==> config.mk <==
export PLATFORM = sky130hd
export DESIGN_NAME = iepb_top
export DESIGN_NICKNAME = d
export VERILOG_FILES = /design/src/hdl/iepb_pkg.sv /design/src/hdl/iepb_bit_if.sv /design/src/hdl/iepb_bitreg.sv /design/src/hdl/iepb_top.sv
export VERILOG_INCLUDE_DIRS = /design/src /design/src/hdl
export SDC_FILE = /design/constraint.sdc
export NUM_CORES = 1
export LEC_CHECK = 0
export BUFFER_PORTS_ARGS = -buffer_cell sky130_fd_sc_hd__buf_2
export CAP_MARGIN = 5
export CORE_MARGIN = 3
export CORE_UTILIZATION = 30
export DETAILED_ROUTE_END_ITERATION = 6
export PLACE_DENSITY = 0.49
export REMOVE_ABC_BUFFERS = 1
export SLEW_MARGIN = 20
export SYNTH_ARGS = -nofsm -noshare
export SYNTH_HDL_FRONTEND = slang
export SYNTH_SLANG_ARGS = --single-unit
==> constraint.sdc <==
create_clock -name core_clk -period 7.5 [get_ports core_clk]
set_clock_uncertainty 0.15 [all_clocks]
set_input_delay 0.75 -clock core_clk [delete_from_list [all_inputs] [get_ports core_clk]]
set_output_delay 0.75 -clock core_clk [all_outputs]
set_load 0.005 [all_outputs]
==> src/hdl/iepb_defines.svh <==
// named constants for the interrupt enable/priority bank and its bit space
// assumes inclusion by bare name from the module files
`ifndef IEPB_DEFINES_SVH
`define IEPB_DEFINES_SVH

`define IEPB_NUM_SFR 20
`define IEPB_NUM_BIT_SFR 11
`define IEPB_RAM_BYTES 16
`define IEPB_RAM_BASE 8'h20
`define IEPB_RAM_LAST 8'h2f

// bit-addressable register byte addresses
`define IEPB_ADDR_PORT0 8'h80
`define IEPB_ADDR_TIMER_CTRL 8'h88
`define IEPB_ADDR_PORT1 8'h90
`define IEPB_ADDR_SERIAL_CTRL 8'h98
`define IEPB_ADDR_PORT2 8'ha0
`define IEPB_ADDR_INT_EN 8'ha8
`define IEPB_ADDR_PORT3 8'hb0
`define IEPB_ADDR_INT_PRIO 8'hb8
`define IEPB_ADDR_STATUS_WORD 8'hd0
`define IEPB_ADDR_ACC 8'he0
`define IEPB_ADDR_BREG 8'hf0

// reserved bit-addressable byte addresses
`define IEPB_RSVD_0 8'hc0
`define IEPB_RSVD_1 8'hc8
`define IEPB_RSVD_2 8'hd8
`define IEPB_RSVD_3 8'he8
`define IEPB_RSVD_4 8'hf8

// slot index in the storage table of each register other than the four ports
`define IEPB_SLOT_TIMER_CTRL 1
`define IEPB_SLOT_SERIAL_CTRL 3
`define IEPB_SLOT_INT_EN 5
`define IEPB_SLOT_INT_PRIO 7
`define IEPB_SLOT_STATUS_WORD 8
`define IEPB_SLOT_ACC 9
`define IEPB_SLOT_BREG 10

// source positions shared by enable and priority registers
`define IEPB_SRC_EXT0 0
`define IEPB_SRC_TIMER0 1
`define IEPB_SRC_EXT1 2
`define IEPB_SRC_TIMER1 3
`define IEPB_SRC_SERIAL 4
`define IEPB_GLOBAL_EN_BIT 7
`define IEPB_INT_EN_WMASK 8'h9f
`define IEPB_INT_PRIO_WMASK 8'h1f
`define IEPB_FULL_WMASK 8'hff
`define IEPB_RESET_VALUE 8'h00

// event flag positions
`define IEPB_TIMER1_FLAG_BIT 7
`define IEPB_TIMER0_FLAG_BIT 5
`define IEPB_EXT1_FLAG_BIT 3
`define IEPB_EXT0_FLAG_BIT 1
`define IEPB_TX_DONE_BIT 1
`define IEPB_RX_DONE_BIT 0
`define IEPB_CARRY_BIT 7

`endif

==> src/hdl/iepb_pkg.sv <==
// shared types of the interrupt enable/priority bank
// assumes the defines header is on the include path
package iepb_pkg;
	typedef logic [7:0] iepb_byte_t;
	// what a decoded request address lands on
	typedef enum logic [1:0] {
		IEPB_TGT_NONE,
		IEPB_TGT_RAM,
		IEPB_TGT_SFR,
		IEPB_TGT_RSVD
	} iepb_tgt_t;
endpackage

==> src/hdl/iepb_bit_if.sv <==
// carrier between the bank and one bit-addressable storage byte
// assumes one controller and one storage end per instance
`timescale 1ns/1ps
interface iepb_bit_if;
	logic byte_we;
	logic bit_we;
	logic [2:0] bit_sel;
	logic bit_val;
	logic [7:0] wdata;
	logic [7:0] hw_set;
	logic [7:0] hw_clr;
	logic [7:0] q;
	modport store (input byte_we, input bit_we, input bit_sel, input bit_val, input wdata,
		input hw_set, input hw_clr, output q);
	modport ctl (output byte_we, output bit_we, output bit_sel, output bit_val, output wdata,
		output hw_set, output hw_clr, input q);
endinterface

==> src/hdl/iepb_bitreg.sv <==
// one byte of storage reachable as a byte or as single bits
// assumes writes and hardware events arrive on core_clk
`timescale 1ns/1ps
`include "iepb_defines.svh"
module iepb_bitreg #(
	parameter logic [7:0] WMASK = `IEPB_FULL_WMASK,
	parameter logic [7:0] RST = `IEPB_RESET_VALUE
) (
	input wire logic core_clk,
	input wire logic srst,
	iepb_bit_if.store bus
);
	logic [7:0] q_reg;
	logic [7:0] q_next;

	// software write first, then hardware clear and set; set wins last
	always_comb begin
		q_next = q_reg;
		if (bus.byte_we) begin
			q_next = bus.wdata;
		end else if (bus.bit_we) begin
			q_next[bus.bit_sel] = bus.bit_val;
		end
		q_next = ((q_next & ~bus.hw_clr) | bus.hw_set) & WMASK; // reserved bits stay zero
	end

	// storage byte
	always_ff @(posedge core_clk) begin
		if (srst) begin
			q_reg <= RST & WMASK;
		end else begin
			q_reg <= q_next;
		end
	end

	assign bus.q = q_reg;

	set_wins_a: assert property (@(posedge core_clk) disable iff (srst)
		(bus.hw_set != 8'h00) |=> ((q_reg & $past(bus.hw_set & WMASK)) == $past(bus.hw_set & WMASK)))
		else $error("hardware set lost against a same-cycle clear");
endmodule

==> src/hdl/iepb_top.sv <==
// interrupt enable/priority bank with the bit-addressable register and flag space
// assumes requests, events and carry updates come from core logic on core_clk
`timescale 1ns/1ps
`include "iepb_defines.svh"
module iepb_top (
	input wire logic core_clk,
	input wire logic srst,
	input wire logic req_valid,
	input wire logic req_write,
	input wire logic req_bit,
	input wire logic [7:0] req_addr,
	input wire logic [7:0] req_wdata,
	input wire logic timer0_overflow,
	input wire logic timer1_overflow,
	input wire logic ext0_event,
	input wire logic ext1_event,
	input wire logic serial_tx_done,
	input wire logic serial_rx_done,
	input wire logic alu_carry_we,
	input wire logic alu_carry_val,
	output logic rd_valid,
	output logic [7:0] rd_data,
	output logic rd_err,
	output logic irq_req,
	output logic [4:0] irq_high,
	output logic [4:0] irq_low,
	output logic carry_flag
);
	localparam int NSLOT = `IEPB_NUM_BIT_SFR;
	// storage table of the bit-addressable registers; byte-only addresses decode to no target
	localparam logic [7:0] SLOT_ADDR [NSLOT] = '{
		`IEPB_ADDR_PORT0, `IEPB_ADDR_TIMER_CTRL, `IEPB_ADDR_PORT1, `IEPB_ADDR_SERIAL_CTRL,
		`IEPB_ADDR_PORT2, `IEPB_ADDR_INT_EN, `IEPB_ADDR_PORT3, `IEPB_ADDR_INT_PRIO,
		`IEPB_ADDR_STATUS_WORD, `IEPB_ADDR_ACC, `IEPB_ADDR_BREG};
	localparam logic [7:0] SLOT_WMASK [NSLOT] = '{
		`IEPB_FULL_WMASK, `IEPB_FULL_WMASK, `IEPB_FULL_WMASK, `IEPB_FULL_WMASK,
		`IEPB_FULL_WMASK, `IEPB_INT_EN_WMASK, `IEPB_FULL_WMASK, `IEPB_INT_PRIO_WMASK,
		`IEPB_FULL_WMASK, `IEPB_FULL_WMASK, `IEPB_FULL_WMASK};

	iepb_pkg::iepb_byte_t byte_addr;
	iepb_pkg::iepb_tgt_t tgt;
	logic [NSLOT-1:0] slot_hit;
	logic [3:0] slot_idx;
	logic [7:0] slot_q [NSLOT];
	logic [7:0] slot_set [NSLOT];
	logic [7:0] slot_clr [NSLOT];
	logic [7:0] ram_reg [`IEPB_RAM_BYTES];
	logic [7:0] rsel;
	logic [7:0] rd_data_next;
	logic [7:0] int_en;
	logic [7:0] int_prio;
	logic [4:0] src;
	logic [4:0] active;
	logic [4:0] irq_high_reg;
	logic [4:0] irq_low_reg;
	logic irq_req_reg;
	logic rd_valid_reg;
	logic rd_err_reg;
	logic [7:0] rd_data_reg;
	logic wr_ram;

	// bit address to byte address: low half is the RAM flag area, high half the registers
	always_comb begin
		if (!req_bit) begin
			byte_addr = req_addr;
		end else if (req_addr[7]) begin
			byte_addr = {req_addr[7:3], 3'h0};
		end else begin
			byte_addr = `IEPB_RAM_BASE + {4'h0, req_addr[6:3]};
		end
	end

	// target decode; reserved addresses are known but hold nothing
	always_comb begin
		slot_idx = 4'h0;
		for (int i = 0; i < NSLOT; i++) begin
			slot_hit[i] = (byte_addr == SLOT_ADDR[i]);
			if (slot_hit[i]) begin
				slot_idx = 4'(i);
			end
		end
		if (byte_addr >= `IEPB_RAM_BASE && byte_addr <= `IEPB_RAM_LAST) begin
			tgt = iepb_pkg::IEPB_TGT_RAM;
		end else if (|slot_hit) begin
			tgt = iepb_pkg::IEPB_TGT_SFR;
		end else if (byte_addr == `IEPB_RSVD_0 || byte_addr == `IEPB_RSVD_1 || byte_addr == `IEPB_RSVD_2 ||
			byte_addr == `IEPB_RSVD_3 || byte_addr == `IEPB_RSVD_4) begin
			tgt = iepb_pkg::IEPB_TGT_RSVD;
		end else begin
			tgt = iepb_pkg::IEPB_TGT_NONE;
		end
	end

	// hardware events into their flags, and the alu carry into the status word
	always_comb begin
		for (int i = 0; i < NSLOT; i++) begin
			slot_set[i] = 8'h00;
			slot_clr[i] = 8'h00;
		end
		slot_set[`IEPB_SLOT_TIMER_CTRL][`IEPB_TIMER1_FLAG_BIT] = timer1_overflow;
		slot_set[`IEPB_SLOT_TIMER_CTRL][`IEPB_TIMER0_FLAG_BIT] = timer0_overflow;
		slot_set[`IEPB_SLOT_TIMER_CTRL][`IEPB_EXT1_FLAG_BIT] = ext1_event;
		slot_set[`IEPB_SLOT_TIMER_CTRL][`IEPB_EXT0_FLAG_BIT] = ext0_event;
		slot_set[`IEPB_SLOT_SERIAL_CTRL][`IEPB_TX_DONE_BIT] = serial_tx_done;
		slot_set[`IEPB_SLOT_SERIAL_CTRL][`IEPB_RX_DONE_BIT] = serial_rx_done;
		slot_set[`IEPB_SLOT_STATUS_WORD][`IEPB_CARRY_BIT] = alu_carry_we & alu_carry_val;
		slot_clr[`IEPB_SLOT_STATUS_WORD][`IEPB_CARRY_BIT] = alu_carry_we & ~alu_carry_val;
	end

	// one storage byte per bit-addressable register; carry sits inside the status word
	iepb_bit_if slot_bus [NSLOT] ();
	for (genvar g = 0; g < NSLOT; g++) begin : g_slot
		assign slot_bus[g].byte_we = req_valid & req_write & ~req_bit & slot_hit[g];
		assign slot_bus[g].bit_we = req_valid & req_write & req_bit & slot_hit[g];
		assign slot_bus[g].bit_sel = req_addr[2:0];
		assign slot_bus[g].bit_val = req_wdata[0];
		assign slot_bus[g].wdata = req_wdata;
		assign slot_bus[g].hw_set = slot_set[g];
		assign slot_bus[g].hw_clr = slot_clr[g];
		assign slot_q[g] = slot_bus[g].q;
		iepb_bitreg #(
			.WMASK(SLOT_WMASK[g]),
			.RST(`IEPB_RESET_VALUE)
		) u_reg (
			.core_clk(core_clk),
			.srst(srst),
			.bus(slot_bus[g])
		);
	end

	// flag RAM, byte or bit wide; no reset is needed for plain flags but keeps sim clean
	assign wr_ram = req_valid & req_write & (tgt == iepb_pkg::IEPB_TGT_RAM);
	always_ff @(posedge core_clk) begin
		if (srst) begin
			for (int i = 0; i < `IEPB_RAM_BYTES; i++) begin
				ram_reg[i] <= `IEPB_RESET_VALUE;
			end
		end else if (wr_ram && req_bit) begin
			ram_reg[byte_addr[3:0]][req_addr[2:0]] <= req_wdata[0];
		end else if (wr_ram) begin
			ram_reg[byte_addr[3:0]] <= req_wdata;
		end
	end

	// read mux; reserved and unknown addresses read zero and flag an error
	always_comb begin
		unique case (tgt)
			iepb_pkg::IEPB_TGT_RAM: rsel = ram_reg[byte_addr[3:0]];
			iepb_pkg::IEPB_TGT_SFR: rsel = slot_q[slot_idx];
			iepb_pkg::IEPB_TGT_RSVD: rsel = 8'h00;
			iepb_pkg::IEPB_TGT_NONE: rsel = 8'h00;
		endcase
		rd_data_next = req_bit ? {7'h00, rsel[req_addr[2:0]]} : rsel;
	end

	// answer one cycle after every request, read or write
	always_ff @(posedge core_clk) begin
		if (srst) begin
			rd_valid_reg <= 1'b0;
			rd_err_reg <= 1'b0;
			rd_data_reg <= 8'h00;
		end else begin
			rd_valid_reg <= req_valid;
			rd_err_reg <= req_valid & ((tgt == iepb_pkg::IEPB_TGT_RSVD) | (tgt == iepb_pkg::IEPB_TGT_NONE));
			rd_data_reg <= (req_valid && !req_write) ? rd_data_next : 8'h00;
		end
	end

	// interrupt sources, gated by their own enable and then the global one
	assign int_en = slot_q[`IEPB_SLOT_INT_EN];
	assign int_prio = slot_q[`IEPB_SLOT_INT_PRIO];
	assign src[`IEPB_SRC_EXT0] = slot_q[`IEPB_SLOT_TIMER_CTRL][`IEPB_EXT0_FLAG_BIT];
	assign src[`IEPB_SRC_TIMER0] = slot_q[`IEPB_SLOT_TIMER_CTRL][`IEPB_TIMER0_FLAG_BIT];
	assign src[`IEPB_SRC_EXT1] = slot_q[`IEPB_SLOT_TIMER_CTRL][`IEPB_EXT1_FLAG_BIT];
	assign src[`IEPB_SRC_TIMER1] = slot_q[`IEPB_SLOT_TIMER_CTRL][`IEPB_TIMER1_FLAG_BIT];
	assign src[`IEPB_SRC_SERIAL] = slot_q[`IEPB_SLOT_SERIAL_CTRL][`IEPB_TX_DONE_BIT] |
		slot_q[`IEPB_SLOT_SERIAL_CTRL][`IEPB_RX_DONE_BIT];
	assign active = src & int_en[4:0] & {5{int_en[`IEPB_GLOBAL_EN_BIT]}};

	// split by priority; registered so the core sees a clean level
	always_ff @(posedge core_clk) begin
		if (srst) begin
			irq_high_reg <= 5'h00;
			irq_low_reg <= 5'h00;
			irq_req_reg <= 1'b0;
		end else begin
			irq_high_reg <= active & int_prio[4:0];
			irq_low_reg <= active & ~int_prio[4:0];
			irq_req_reg <= |active;
		end
	end

	assign rd_valid = rd_valid_reg;
	assign rd_err = rd_err_reg;
	assign rd_data = rd_data_reg;
	assign irq_req = irq_req_reg;
	assign irq_high = irq_high_reg;
	assign irq_low = irq_low_reg;
	assign carry_flag = slot_q[`IEPB_SLOT_STATUS_WORD][`IEPB_CARRY_BIT];

	serial_gate_a: assert property (@(posedge core_clk) disable iff (srst)
		(irq_high[4] | irq_low[4]) |-> ($past(int_en[4]) && $past(src[4])))
		else $error("serial interrupt without its enable");
	timer1_gate_a: assert property (@(posedge core_clk) disable iff (srst)
		($past(src[3]) && $past(int_en[7]) && !$past(srst)) |-> ((irq_high[3] | irq_low[3]) == $past(int_en[3])))
		else $error("timer1 interrupt does not follow its enable");
	bit_sfr_a: assert property (@(posedge core_clk) disable iff (srst)
		(req_valid && req_bit && req_addr[7] && (|slot_hit)) |=> (rd_valid && !rd_err))
		else $error("bit access to an implemented register refused");
	reserved_addr_a: assert property (@(posedge core_clk) disable iff (srst)
		(req_valid && tgt == iepb_pkg::IEPB_TGT_RSVD) |=> (rd_err && rd_data == 8'h00))
		else $error("reserved address answered as implemented");
	acc_bit_a: assert property (@(posedge core_clk) disable iff (srst)
		(req_valid && req_write && req_bit && req_addr[7:3] == `IEPB_ADDR_ACC >> 3) |=>
		(slot_q[`IEPB_SLOT_ACC][$past(req_addr[2:0])] == $past(req_wdata[0])))
		else $error("accumulator bit write lost");
	ram_bit_a: assert property (@(posedge core_clk) disable iff (srst)
		(req_valid && req_write && req_bit && !req_addr[7]) |=>
		(ram_reg[$past(req_addr[6:3])][$past(req_addr[2:0])] == $past(req_wdata[0])))
		else $error("flag RAM bit write lost");
	carry_byte_a: assert property (@(posedge core_clk) disable iff (srst)
		(req_valid && req_write && !req_bit && req_addr == `IEPB_ADDR_STATUS_WORD && !alu_carry_we) |=>
		(carry_flag == $past(req_wdata[7])))
		else $error("status word byte write did not move carry");
	global_gate_a: assert property (@(posedge core_clk) disable iff (srst)
		(!int_en[7]) [*2] |-> (!irq_req && irq_high == 5'h00 && irq_low == 5'h00))
		else $error("interrupt raised with global enable clear");
	prio_split_a: assert property (@(posedge core_clk) disable iff (srst)
		((irq_high & irq_low) == 5'h00) && (irq_high == 5'h00 || $past(int_prio[4:0]) != 5'h00) &&
		int_en[6:5] == 2'h0 && int_prio[7:5] == 3'h0)
		else $error("priority split or reserved bits wrong");
endmodule

==> qor.txt, run 1 <==
PwrDens = 226 nW/µm²
CTS tree = done
Final Critical Period = 4.41 ns
Residual DRC = 0
slew margin rel. = 20.7%
Sw Ratio = 25.2%
Final Hold Slack = 0.273 ns
Final Wtd Congestion = 0.921
drt wl/cell = 22.4 µm
Initial DRT Pass Iterations = 6
Resized cells post-CTS = 0
grt ovf = 0
max_cap viols = 0
Seq pwr share = 44.7%
Die X = 208 µm
Die Area = 43200 µm²
post-route ant nets = 0
Synth top area share = 31.4%
portion of total power attributed to the clock network = 45.3%
gr usage total = 19.6%
Skew-Pair Late Insertion Delay = 0.55 ns
vias in the first global route = 10.3k
Worst EP required = 7.77 ns
Slew Limit Fails = 0
Core Rows = 73
Pint = 2.33 mW
fmax = 0.227 GHz
most common cell in the netlist = nand2_1
largest net degree at the start of global routing = 84
H-tree level count = 1
CTS buffer count = 27
hpwl dp = 28.3 mm
top cells by area, synth = edfxtp_1 (31%), dfxtp_1 (17%), o21bai_1 (7.9%)
share of the clock period used by the worst path = 58.8%
NetSw = 784 µW
VDD IR max = 153 µV
WP data arrival = 4.69 ns
worst slew pin tran = 1.18 ns
startpoint type of the worst setup path = input port
Layout Area Growth over Synthesis = 12.4%
number of enable flip-flop cells after synthesis = 128
synthesized area per cell = 8.69 µm²
critical path type = input port to flop
clk buf depth = 3
layout cells sized above 1 = 10.5%
synth unique cells = 71
final wirelength = 43.3 mm
vias per cell = 5.53
Sink Count = 232
synthesized instance count = 1408
Iter 0 DRT Violations = 1086
initial antenna violation count = 1
final hold violations = 0
RSZ-0062 raised after global routing = no
Post-Syn Area = 12200 µm²
HP Class = input port to flop
crit path max fanout = 47
synthesis-stage register bit count = 232
Seq/Total Area, Yosys = 48.4%
Starting Density = 30.6%
Setup Buffers After CTS = 0
root buf cell = clkbuf_16
via count = 10.7k
core box area = 40000 µm²
final setup fails = 0
Leakage = 4.36 nW
status = complete, no violations
Buffers on Ports = 50
max reg flops = 128
Ports = 51
final net count = 1413
Worst-path clk slew = 0.07 ns
cell taking the most area after synthesis = edfxtp_1
most common library cells after synthesis = nand2_1 (240), nor2_1 (180), edfxtp_1 (128), o21bai_1 (128), a21oi_1 (119)
Crit. End Element = flop
Fill cells = 4191
ys async rst share = 0%
Post-CTS Hold Buffers = 0
top_reg_cell synth = edfxtp_1
Comb power frac = 10.0%
yosys warns = 0
first-pass GRT wire length = 66.1 mm
die height = 208 µm
setup_tns = 0 ns
## path summary, 6_finish.rpt
path / startpoint / end / slack, ns / depth (start not counted)
worst min-delay path: serial_rx_done / g_slot[3].u_reg.bus.q[0]$_SDFF_PP0_ / 0.27 / 3
worst min register to register: g_slot[9].u_reg.bus.q[0]$_SDFFE_PP0P_ / g_slot[9].u_reg.bus.q[0]$_SDFFE_PP0P_ / 0.31 / 2
worst max register to register: ram_reg[2][0]$_SDFFCE_PN0P_ / rd_data[0]$_SDFF_PP0_ / 4.99 / 8
worst max-delay path: req_bit / rd_data[0]$_SDFF_PP0_ / 3.09 / 11
## per-stage QoR
stage | power, mW | util (%) | area [µm²] | setup slack (ns) | instances
floorplan | 1.58 | - | 11700 | 3.63 | 1279
global placement | 1.73 | 32.0 | 12800 | 2.50 | 1879
detailed placement | 1.73 | 32.0 | 12800 | 2.54 | 1879
CTS | 3.14 | 34.3 | 13700 | 3.14 | 1928
global route | 3.22 | 34.4 | 13800 | 2.82 | 1929
finish | 3.11 | 34.4 | 13800 | 3.09 | 1929
## layout by cell type (no fill, tap or decap), types with 4 or more instances in the layout
master,netlist,routed
nand2_1,240,240
nor2_1,180,179
a21o_1,7,7
a211oi_1,61,61
buf_2,17,49
nand3_1,95,95
buf_4,4,25
edfxtp_1,128,128
o21bai_1,128,128
o22a_1,6,6
a21oi_1,119,116
nand4_1,6,6
clkinv_2,0,4
and2_1,6,5
nor2b_1,4,4
dfxtp_1,104,104
and3_1,13,13
nor3_2,4,4
clkbuf_16,0,27
bufinv_16,0,5
mux2i_1,14,14
a221oi_1,10,10
inv_1,10,10
nand2b_1,11,11
a31oi_1,8,8
o21ai_0,14,14
a311oi_1,21,21
nor3_1,20,20
nand3b_1,6,6
clkbuf_1,95,8
## power by group through the flow
stage | clock (mW) | combinational [mW] | sequential (mW)
final | 1.41 | 0.313 | 1.39
after floorplan | 0 | 0.171 | 1.41
after global routing | 1.48 | 0.339 | 1.40
after detailed placement | 0 | 0.310 | 1.42
after CTS | 1.43 | 0.311 | 1.39
after global placement | 0 | 0.307 | 1.42
## critical path, stage by stage
cell	delay, ns
buf_2	0.54
nand3b_1	0.39
nand2_2	0.83
buf_4	0.44
mux2i_1	0.24
a211oi_1	0.10
o41a_1	0.45
a41oi_2	0.19
a21bo_1	0.26
a2111oi_4	0.31
a41oi_1	0.14
## cells by family (layout without fill, tap and decap cells)
logic type      after synthesis  after routing  synth area share, %
buf+inv                     141            136                 4.87
fa+ha+maj                     1              1                0.102
flops                       232            232                 48.4
other cells                   0              1                    0
mux                          16             16                 1.33
simple gates                604            604                 21.7
compound gates              414            414                 23.6
## area by class of cell
type	count	area (µm²)	share of cell area [%]
inverter	12	45.0	0.328
multi-input combinational	1035	5740	41.8
timing repair buffer	75	444	3.23
antenna	1	2.50	0.0182
clock buffer	38	747	5.43
tap	525	657	4.78
clock inverter	11	188	1.36
sequential	232	5930	43.1
## layer usage
layer / global-route usage [%] / part of all wire, % / vias up
li1: - / - / 5021
met1: 27.4 / 45 / 5174
met2: 30.3 / 45 / 389
met3: 3.00 / 5.8 / 84
met4: 8.16 / 4.1 / 0
met5: 0 / 0 / -
Power figures use the tool's default switching activity.
==> run 2: changes to the inputs <==
--- a/config.mk
+++ b/config.mk
@@ -6,6 +6,7 @@
 export SDC_FILE = /design/constraint.sdc
 export NUM_CORES = 1
 export LEC_CHECK = 0
+export ABC_AREA = 1
 export BUFFER_PORTS_ARGS = -buffer_cell sky130_fd_sc_hd__buf_2
 export CAP_MARGIN = 5
 export CORE_MARGIN = 3
==> constraint.sdc (replaced) <==
create_clock -name core_clk -period 4.4 [get_ports core_clk]
set_clock_uncertainty 0.15 [all_clocks]
set_input_delay 0.44 -clock core_clk [delete_from_list [all_inputs] [get_ports core_clk]]
set_output_delay 0.44 -clock core_clk [all_outputs]
set_load 0.005 [all_outputs]
==> qor.txt, run 2 <==
Die X = 208 µm (+0.27%)
number of enable flip-flop cells after synthesis = 128 (unchanged)
final hold violations = 0 (unchanged)
final setup fails = 0 (unchanged)
core box area = 40100 µm² (+0.23%)
Initial DRT Pass Iterations = 7 (+1)
Die Area = 43500 µm² (+0.55%)
CP dominant cell by count = nand2_1
hpwl dp = 28.6 mm (+0.86%)
Post-Layout Cell Count = 2071 (+7.4%)
max reg flops = 128 (unchanged)
CTS tree = done
most common library cells after synthesis = nand2_1 (222), o21ai_0 (210), nor3_1 (145)
largest family of logic cells by synthesized area = simple AND/OR/NAND/NOR gates
vias in the first global route = 10.9k (+5.8%)
Leakage = 4.83 nW (+11%)
WP data arrival = 3.52 ns (-1.17 ns)
via count = 11.5k (+7.3%)
Sink Count = 232 (unchanged)
Iter 0 DRT Violations = 1077 (-0.83%)
cell taking the most area after synthesis = edfxtp_1
dpl cell area = 12900 µm² (+1.1%)
Synth Area in Adders = 0.102% (-0.00057 points)
synthesis-stage register bit count = 232 (unchanged)
slew margin rel. = 32.5% (+12 points)
HP Class = input port to flop
critical path type = input port to flop
Core Rows = 73 (unchanged)
Worst EP required = 4.74 ns (-3.03 ns)
synthesized area per cell = 8.06 µm² (-7.2%)
startpoint type of the worst setup path = input port
post-layout util = 34.7% (+0.34 points)
Synth Area in XOR/XNOR = 0% (unchanged)
Fill cells = 4232 (+0.98%)
Layout Area Growth over Synthesis = 13.2%
VDD IR max = 269 µV (+76%)
root buf cell = clkbuf_16
cell with the largest stage delay on the worst path = nor2_4
most frequent cells in the layout = nand2_1 (222), o21ai_0 (210), nor3_1 (145)
Post-Syn Area = 12300 µm² (+0.56%)
Skew-Pair Late Insertion Delay = 0.55 ns (about the same)
most common cell in the netlist = nand2_1
setup_tns = 0 ns (unchanged)
top_reg_cell synth = edfxtp_1
post-route cell area = 13900 µm² (+1.2%)
synth unique cells = 46 (-35%)
H-tree level count = 1 (unchanged)
fmax = 0.315 GHz
crit path cell chain = buf_2 -> nand2_4 -> nand2_2 -> nand2_4 -> nor2_4 -> nand2_4 -> nor2_1 -> nand2_2 -> inv_1 -> nor2_2 -> nand3_1 -> ha_1 -> nand2_1 -> inv_1 -> nand2_1 -> a21oi_1 -> nand2_1 -> a21oi_1 -> nor2_1 -> nand2_1 -> nand2_1 -> a21oi_1
Power, Total = 5.25 mW (+69%)
grt ovf = 0 (unchanged)
Final Hold Slack = 0.0159 ns (-0.257 ns)
Starting Density = 30.7% (+0.10 points)
final wirelength = 42.8 mm (-1.0%)
Crit. End Element = flop
worst slew pin tran = 1.01 ns (-0.174 ns)
Placed Cells = 2016 (+7.3%)
setup ws final = 1.22 ns (-1.87 ns)
Buffers on Ports = 50 (unchanged)
first-pass GRT wire length = 66.5 mm (+0.59%)
synthesized instance count = 1526 (+8.4%)
failing checks = design-rule violations
diode count = 0 (-1)
vias per cell = 5.53 (about the same)
Max stage delay on crit path = 0.38 ns (-0.45 ns)
CTS buffer count = 27 (unchanged)
final net count = 1555 (+10%)
Resized cells post-CTS = 0 (unchanged)
top cells by area, synth = edfxtp_1 (31%), dfxtp_1 (17%), o21ai_0 (8.5%)
RSZ-0062 raised after global routing = no
commonest non-fill, non-tap cell in the layout = nand2_1
status = complete, but fails checks
post-route ant nets = 0 (unchanged)
Worst-path clk slew = 0.06 ns (about the same)
Slew Limit Fails = 0 (unchanged)
multiplexer area fraction after synthesis = 0% (-1.3 points)
Simple-Gate Fraction of Synth Area = 22.3% (+0.62 points)
Residual DRC = 12 (+12)
Seq/Total Area, Yosys = 48.2% (-0.27 points)
share of the clock period used by the worst path = 72.3%
die height = 208 µm (+0.27%)
initial antenna violation count = 0 (-1)
layout cells sized above 1 = 10.8% (+0.32 points)
ys async rst share = 0% (unchanged)
post-synthesis compound-gate area fraction = 21.5% (-2.1 points)
pre-CTS WS = 0.717 ns (-1.83 ns)
gr usage total = 19.2% (-0.43 points)
max_cap viols = 0 (unchanged)
Final Critical Period = 3.18 ns
drt wl/cell = 20.7 µm (-7.8%)
Ports = 51 (unchanged)
Synth top area share = 31.2% (-0.18 points)
yosys warns = 0 (unchanged)
clk buf depth = 3 (unchanged)
Final Wtd Congestion = 0.923 (+0.25%)
PwrDens = 377 nW/µm² (+67%)
largest net degree at the start of global routing = 182 (+120%)
crit path max fanout = 20 (-57%)
-- run 2: changes by cell type after synthesis, sizes merged, moves of 13 or more --
| cell | before | now |
|---|---|---|
| nor2 | 181 | 128 |
| mux2i | 14 | 0 |
| nand4 | 6 | 27 |
| nand3 | 95 | 65 |
| a22oi | 3 | 69 |
| o21ai | 17 | 219 |
| nor3 | 24 | 145 |
| and3 | 13 | 0 |
| o21bai | 128 | 0 |
| a211oi | 62 | 6 |
| inv | 12 | 108 |
-- run 2: final cells by class --
type / instances / area (µm²) / share of cell area [%]
Multi-Input combinational cell: 1062 / 5410 / 38.8
Clock buffer: 35 / 747 / 5.37
Tap cell: 525 / 657 / 4.72
Clock inverter: 15 / 175 / 1.26
Timing Repair Buffer: 88 / 573 / 4.12
Inverter: 114 / 438 / 3.15
Sequential cell: 232 / 5930 / 42.6
-- run 2: critical path, delay by kind of cell --
kind / cells / cell delay, ns
compound gates: 3 / 0.38
buf+inv: 3 / 0.54
fa+ha+maj: 1 / 0.15
simple gates: 15 / 2.00
-- run 2: final timing paths --
check | end | from | depth (start not counted) | slack (ns)
worst max-delay path | rd_data[0]$_SDFF_PP0_ | req_bit | 22 | 1.22
worst min-delay path | g_slot[1].u_reg.bus.q[5]$_SDFF_PP0_ | timer0_overflow | 3 | 0.02
worst max register to register | rd_data[0]$_SDFF_PP0_ | ram_reg[4][2]$_SDFFCE_PN0P_ | 12 | 2.29
worst min register to register | g_slot[9].u_reg.bus.q[2]$_SDFFE_PP0P_ | g_slot[9].u_reg.bus.q[2]$_SDFFE_PP0P_ | 2 | 0.32
-- run 2: kinds of logic after synthesis --
family | count (synthesis)
flip-flops | 232
buffers and inverters | 232
adder cells (fa/ha/maj) | 1
AND/OR/NAND/NOR | 601
AO/OA/AOI/OAI | 460
-- run 2: timing repair --
item / CTS / global route
hold buffers: 5 / 0
endpoints found under the hold margin: 6 / 0
setup buffers: 0 / 0
-- run 2: power by group --
group	switching, mW	total [mW]	internal, mW
registers	0.0247	2.37	2.35
clock network	0.942	2.37	1.43
logic	0.383	0.510	0.127
total	1.35	5.25	3.90
-- run 2: routing by layer --
metal | wire length (µm) | track usage, %
met1 | 19100 | 27.0
met2 | 19500 | 30.6
met3 | 2970 | 3.14
met4 | 1230 | 5.12
met5 | 0 | 0
==> run 3: changes to the inputs <==
==> constraint.sdc (replaced) <==
create_clock -name core_clk -period 3.1 [get_ports core_clk]
set_clock_uncertainty 0.15 [all_clocks]
set_input_delay 0.31 -clock core_clk [delete_from_list [all_inputs] [get_ports core_clk]]
set_output_delay 0.31 -clock core_clk [all_outputs]
set_load 0.005 [all_outputs]
==> qor.txt, run 3 (synthesis gave the netlist of run 2 again) <==
status = complete, no violations
hpwl dp = 29.1 mm (+1.7%)
CTS buffer count = 27 (unchanged)
register area = 5930 µm² (unchanged)
crit path cell chain = buf_2 -> inv_2 -> nand2_4 -> nand2_2 -> nand2_4 -> nor2_4 -> nand2_4 -> nor2_1 -> inv_1 -> nor2_1 -> nand2_1 -> o211ai_1 -> a31oi_1 -> dlygate4sd3_1
HP Class = input port to flop
Sink Count = 232 (unchanged)
Starting Density = 30.7% (unchanged)
Skew-Pair Late Insertion Delay = 0.56 ns (about the same)
Die X = 208 µm (unchanged)
largest net degree at the start of global routing = 182 (unchanged)
Comb power frac = 11.0% (+1.3 points)
Worst-path clk slew = 0.06 ns (about the same)
die height = 208 µm (unchanged)
final wirelength = 43.0 mm (+0.30%)
Die Area = 43500 µm² (unchanged)
critical path type = input port to flop
Initial DRT Pass Iterations = 5 (-2)
final setup fails = 0 (unchanged)
max reg flops = 128 (unchanged)
most frequent cells in the layout = nand2_1 (222), o21ai_0 (210), nor3_1 (145)
dpl cell area = 13300 µm² (+3.0%)
Core Rows = 73 (unchanged)
Final Hold Slack = 0.0290 ns (+0.0131 ns)
Iter 0 DRT Violations = 1008 (-6.4%)
Final Wtd Congestion = 0.904 (-2.1%)
diode count = 0 (unchanged)
first-pass GRT wire length = 66.7 mm (+0.24%)
Seq pwr share = 47.3% (+2.1 points)
Resized cells post-CTS = 0 (unchanged)
Buffers on Ports = 50 (unchanged)
Slew Limit Fails = 0 (unchanged)
CP bufs+invs = 4 (+1)
grt ovf = 0 (unchanged)
root buf cell = clkbuf_16
core box area = 40100 µm² (unchanged)
Final Critical Period = 2.69 ns
Pint = 5.21 mW (+33%)
clk buf depth = 3 (unchanged)
Sw Ratio = 26.8% (+1.1 points)
Setup Buffers After CTS = 0 (unchanged)
post-layout util = 35.7% (+1.0 points)
final hold violations = 0 (unchanged)
post-route ant nets = 0 (unchanged)
VDD IR max = 369 µV (+37%)
multi-input logic area = 5410 µm² (unchanged)
RSZ-0062 raised after global routing = no
PwrDens = 497 nW/µm² (+32%)
gr usage total = 19.2% (+0.035 points)
Leakage = 5.06 nW (+4.7%)
max_cap viols = 0 (unchanged)
Layout Area Growth over Synthesis = 16.5%
CP dominant cell by count = nand2_4
WP data arrival = 2.99 ns (-0.53 ns)
startpoint type of the worst setup path = input port
initial antenna violation count = 1 (+1)
slew margin rel. = 51.0% (+19 points)
Max stage delay on crit path = 0.56 ns (+0.18 ns)
final net count = 1608 (+3.4%)
NetSw = 1.91 mW (+42%)
portion of total power attributed to the clock network = 41.6% (-3.5 points)
fmax = 0.371 GHz
layout cells sized above 1 = 12.6% (+1.8 points)
drt wl/cell = 20.2 µm (-2.2%)
commonest non-fill, non-tap cell in the layout = nand2_1
Fill cells = 4256 (+0.57%)
cell with the largest stage delay on the worst path = dlygate4sd3_1
Worst EP required = 3.40 ns (-1.34 ns)
Residual DRC = 0 (-12)
H-tree level count = 1 (unchanged)
share of the clock period used by the worst path = 86.9%
post-route cell area = 14300 µm² (+2.9%)
via count = 11.6k (+0.99%)
crit path max fanout = 7 (-65%)
CTS tree = done
Ports = 51 (unchanged)
Crit. End Element = flop
vias per cell = 5.45 (-1.5%)
worst slew pin tran = 0.734 ns (-0.276 ns)
vias in the first global route = 11.1k (+1.5%)
CP top delay family = simple AND/OR/NAND/NOR gates
==> run 3: changes by cell type in the layout (fill, tap and decap cells not counted), moves of 2 or more <==
cell           change
dlygate4sd3_1     +15
clkbuf_1           +2
buf_12             +8
buf_4             +30
clkinv_2           +2
bufinv_16          -4
==> run 3: final cells by class <==
type,count,share of cell area (%)
Sequential cell,232,41.3
Multi-Input combinational cell,1062,37.7
Timing Repair Buffer,141,7.74
Clock buffer,36,5.09
Tap cell,525,4.58
Inverter,114,3.06
Clock inverter,13,0.463
==> run 3: stage by stage <==
stage	cells	TNS, ns	setup WS, ns	power, mW
final	2123	0	0.405	7.12
after CTS	2123	0	0.426	7.19
after detailed placement	2054	0	0.0820	4.19
after global routing	2123	0	0.215	7.39
after global placement	2054	0	0.145	4.19
after floorplan	1408	-58.92	-0.541	3.83
==> run 3: worst reg2reg max path, cell delays in order (launching register included) <==
cell	delay, ns
edfxtp_1	0.37
a22oi_1	0.21
nand2_1	0.11
nand2_1	0.08
nand2_1	0.06
o31ai_1	0.48
nand2_1	0.12
nand2_1	0.08
nand2_1	0.05
nor2_1	0.14
nand2_1	0.07
nand2_1	0.06
a21oi_1	0.05
==> run 3: what timing repair did <==
| item | in CTS | in global routing |
|---|---|---|
| hold buffers | 20 | 0 |
| endpoints found under the setup margin | 0 | 0 |
| hold endpoints to repair | 27 | 0 |
==> run 3: worst paths after layout <==
path                                    startpoint                                     to  slack (ns)  cells after the start
max                                    req_addr[7]                                   flop        0.41                     14
min                                           srst                    rd_valid$_SDFF_PP0_        0.03                      2
max reg2reg            ram_reg[4][2]$_SDFFCE_PN0P_                  rd_data[0]$_SDFF_PP0_        0.96                     12
min reg2reg  g_slot[0].u_reg.bus.q[0]$_SDFFE_PP0P_  g_slot[0].u_reg.bus.q[0]$_SDFFE_PP0P_        0.32                      2
==> run 3: metal layers <==
layer / part of all wire (%) / vias up / wire [µm] / GRT usage (%)
met2: 45 / 438 / 19200 / 30.1
met5: 0.040 / - / 17 / 0
met1: 45 / 5504 / 19100 / 26.8
met3: 6.7 / 102 / 2880 / 3.21
li1: - / 5517 / - / -
met4: 3.9 / 2 / 1670 / 6.98
==> run 3: power by group through the flow <==
| stage | clock, mW | combinational [mW] | sequential [mW] |
|---|---|---|---|
| floorplan | 0 | 0.412 | 3.42 |
| CTS | 3.04 | 0.781 | 3.37 |
| finish | 2.97 | 0.786 | 3.37 |
| detailed placement | 0 | 0.758 | 3.43 |
| global route | 3.15 | 0.863 | 3.38 |
| global placement | 0 | 0.756 | 3.43 |
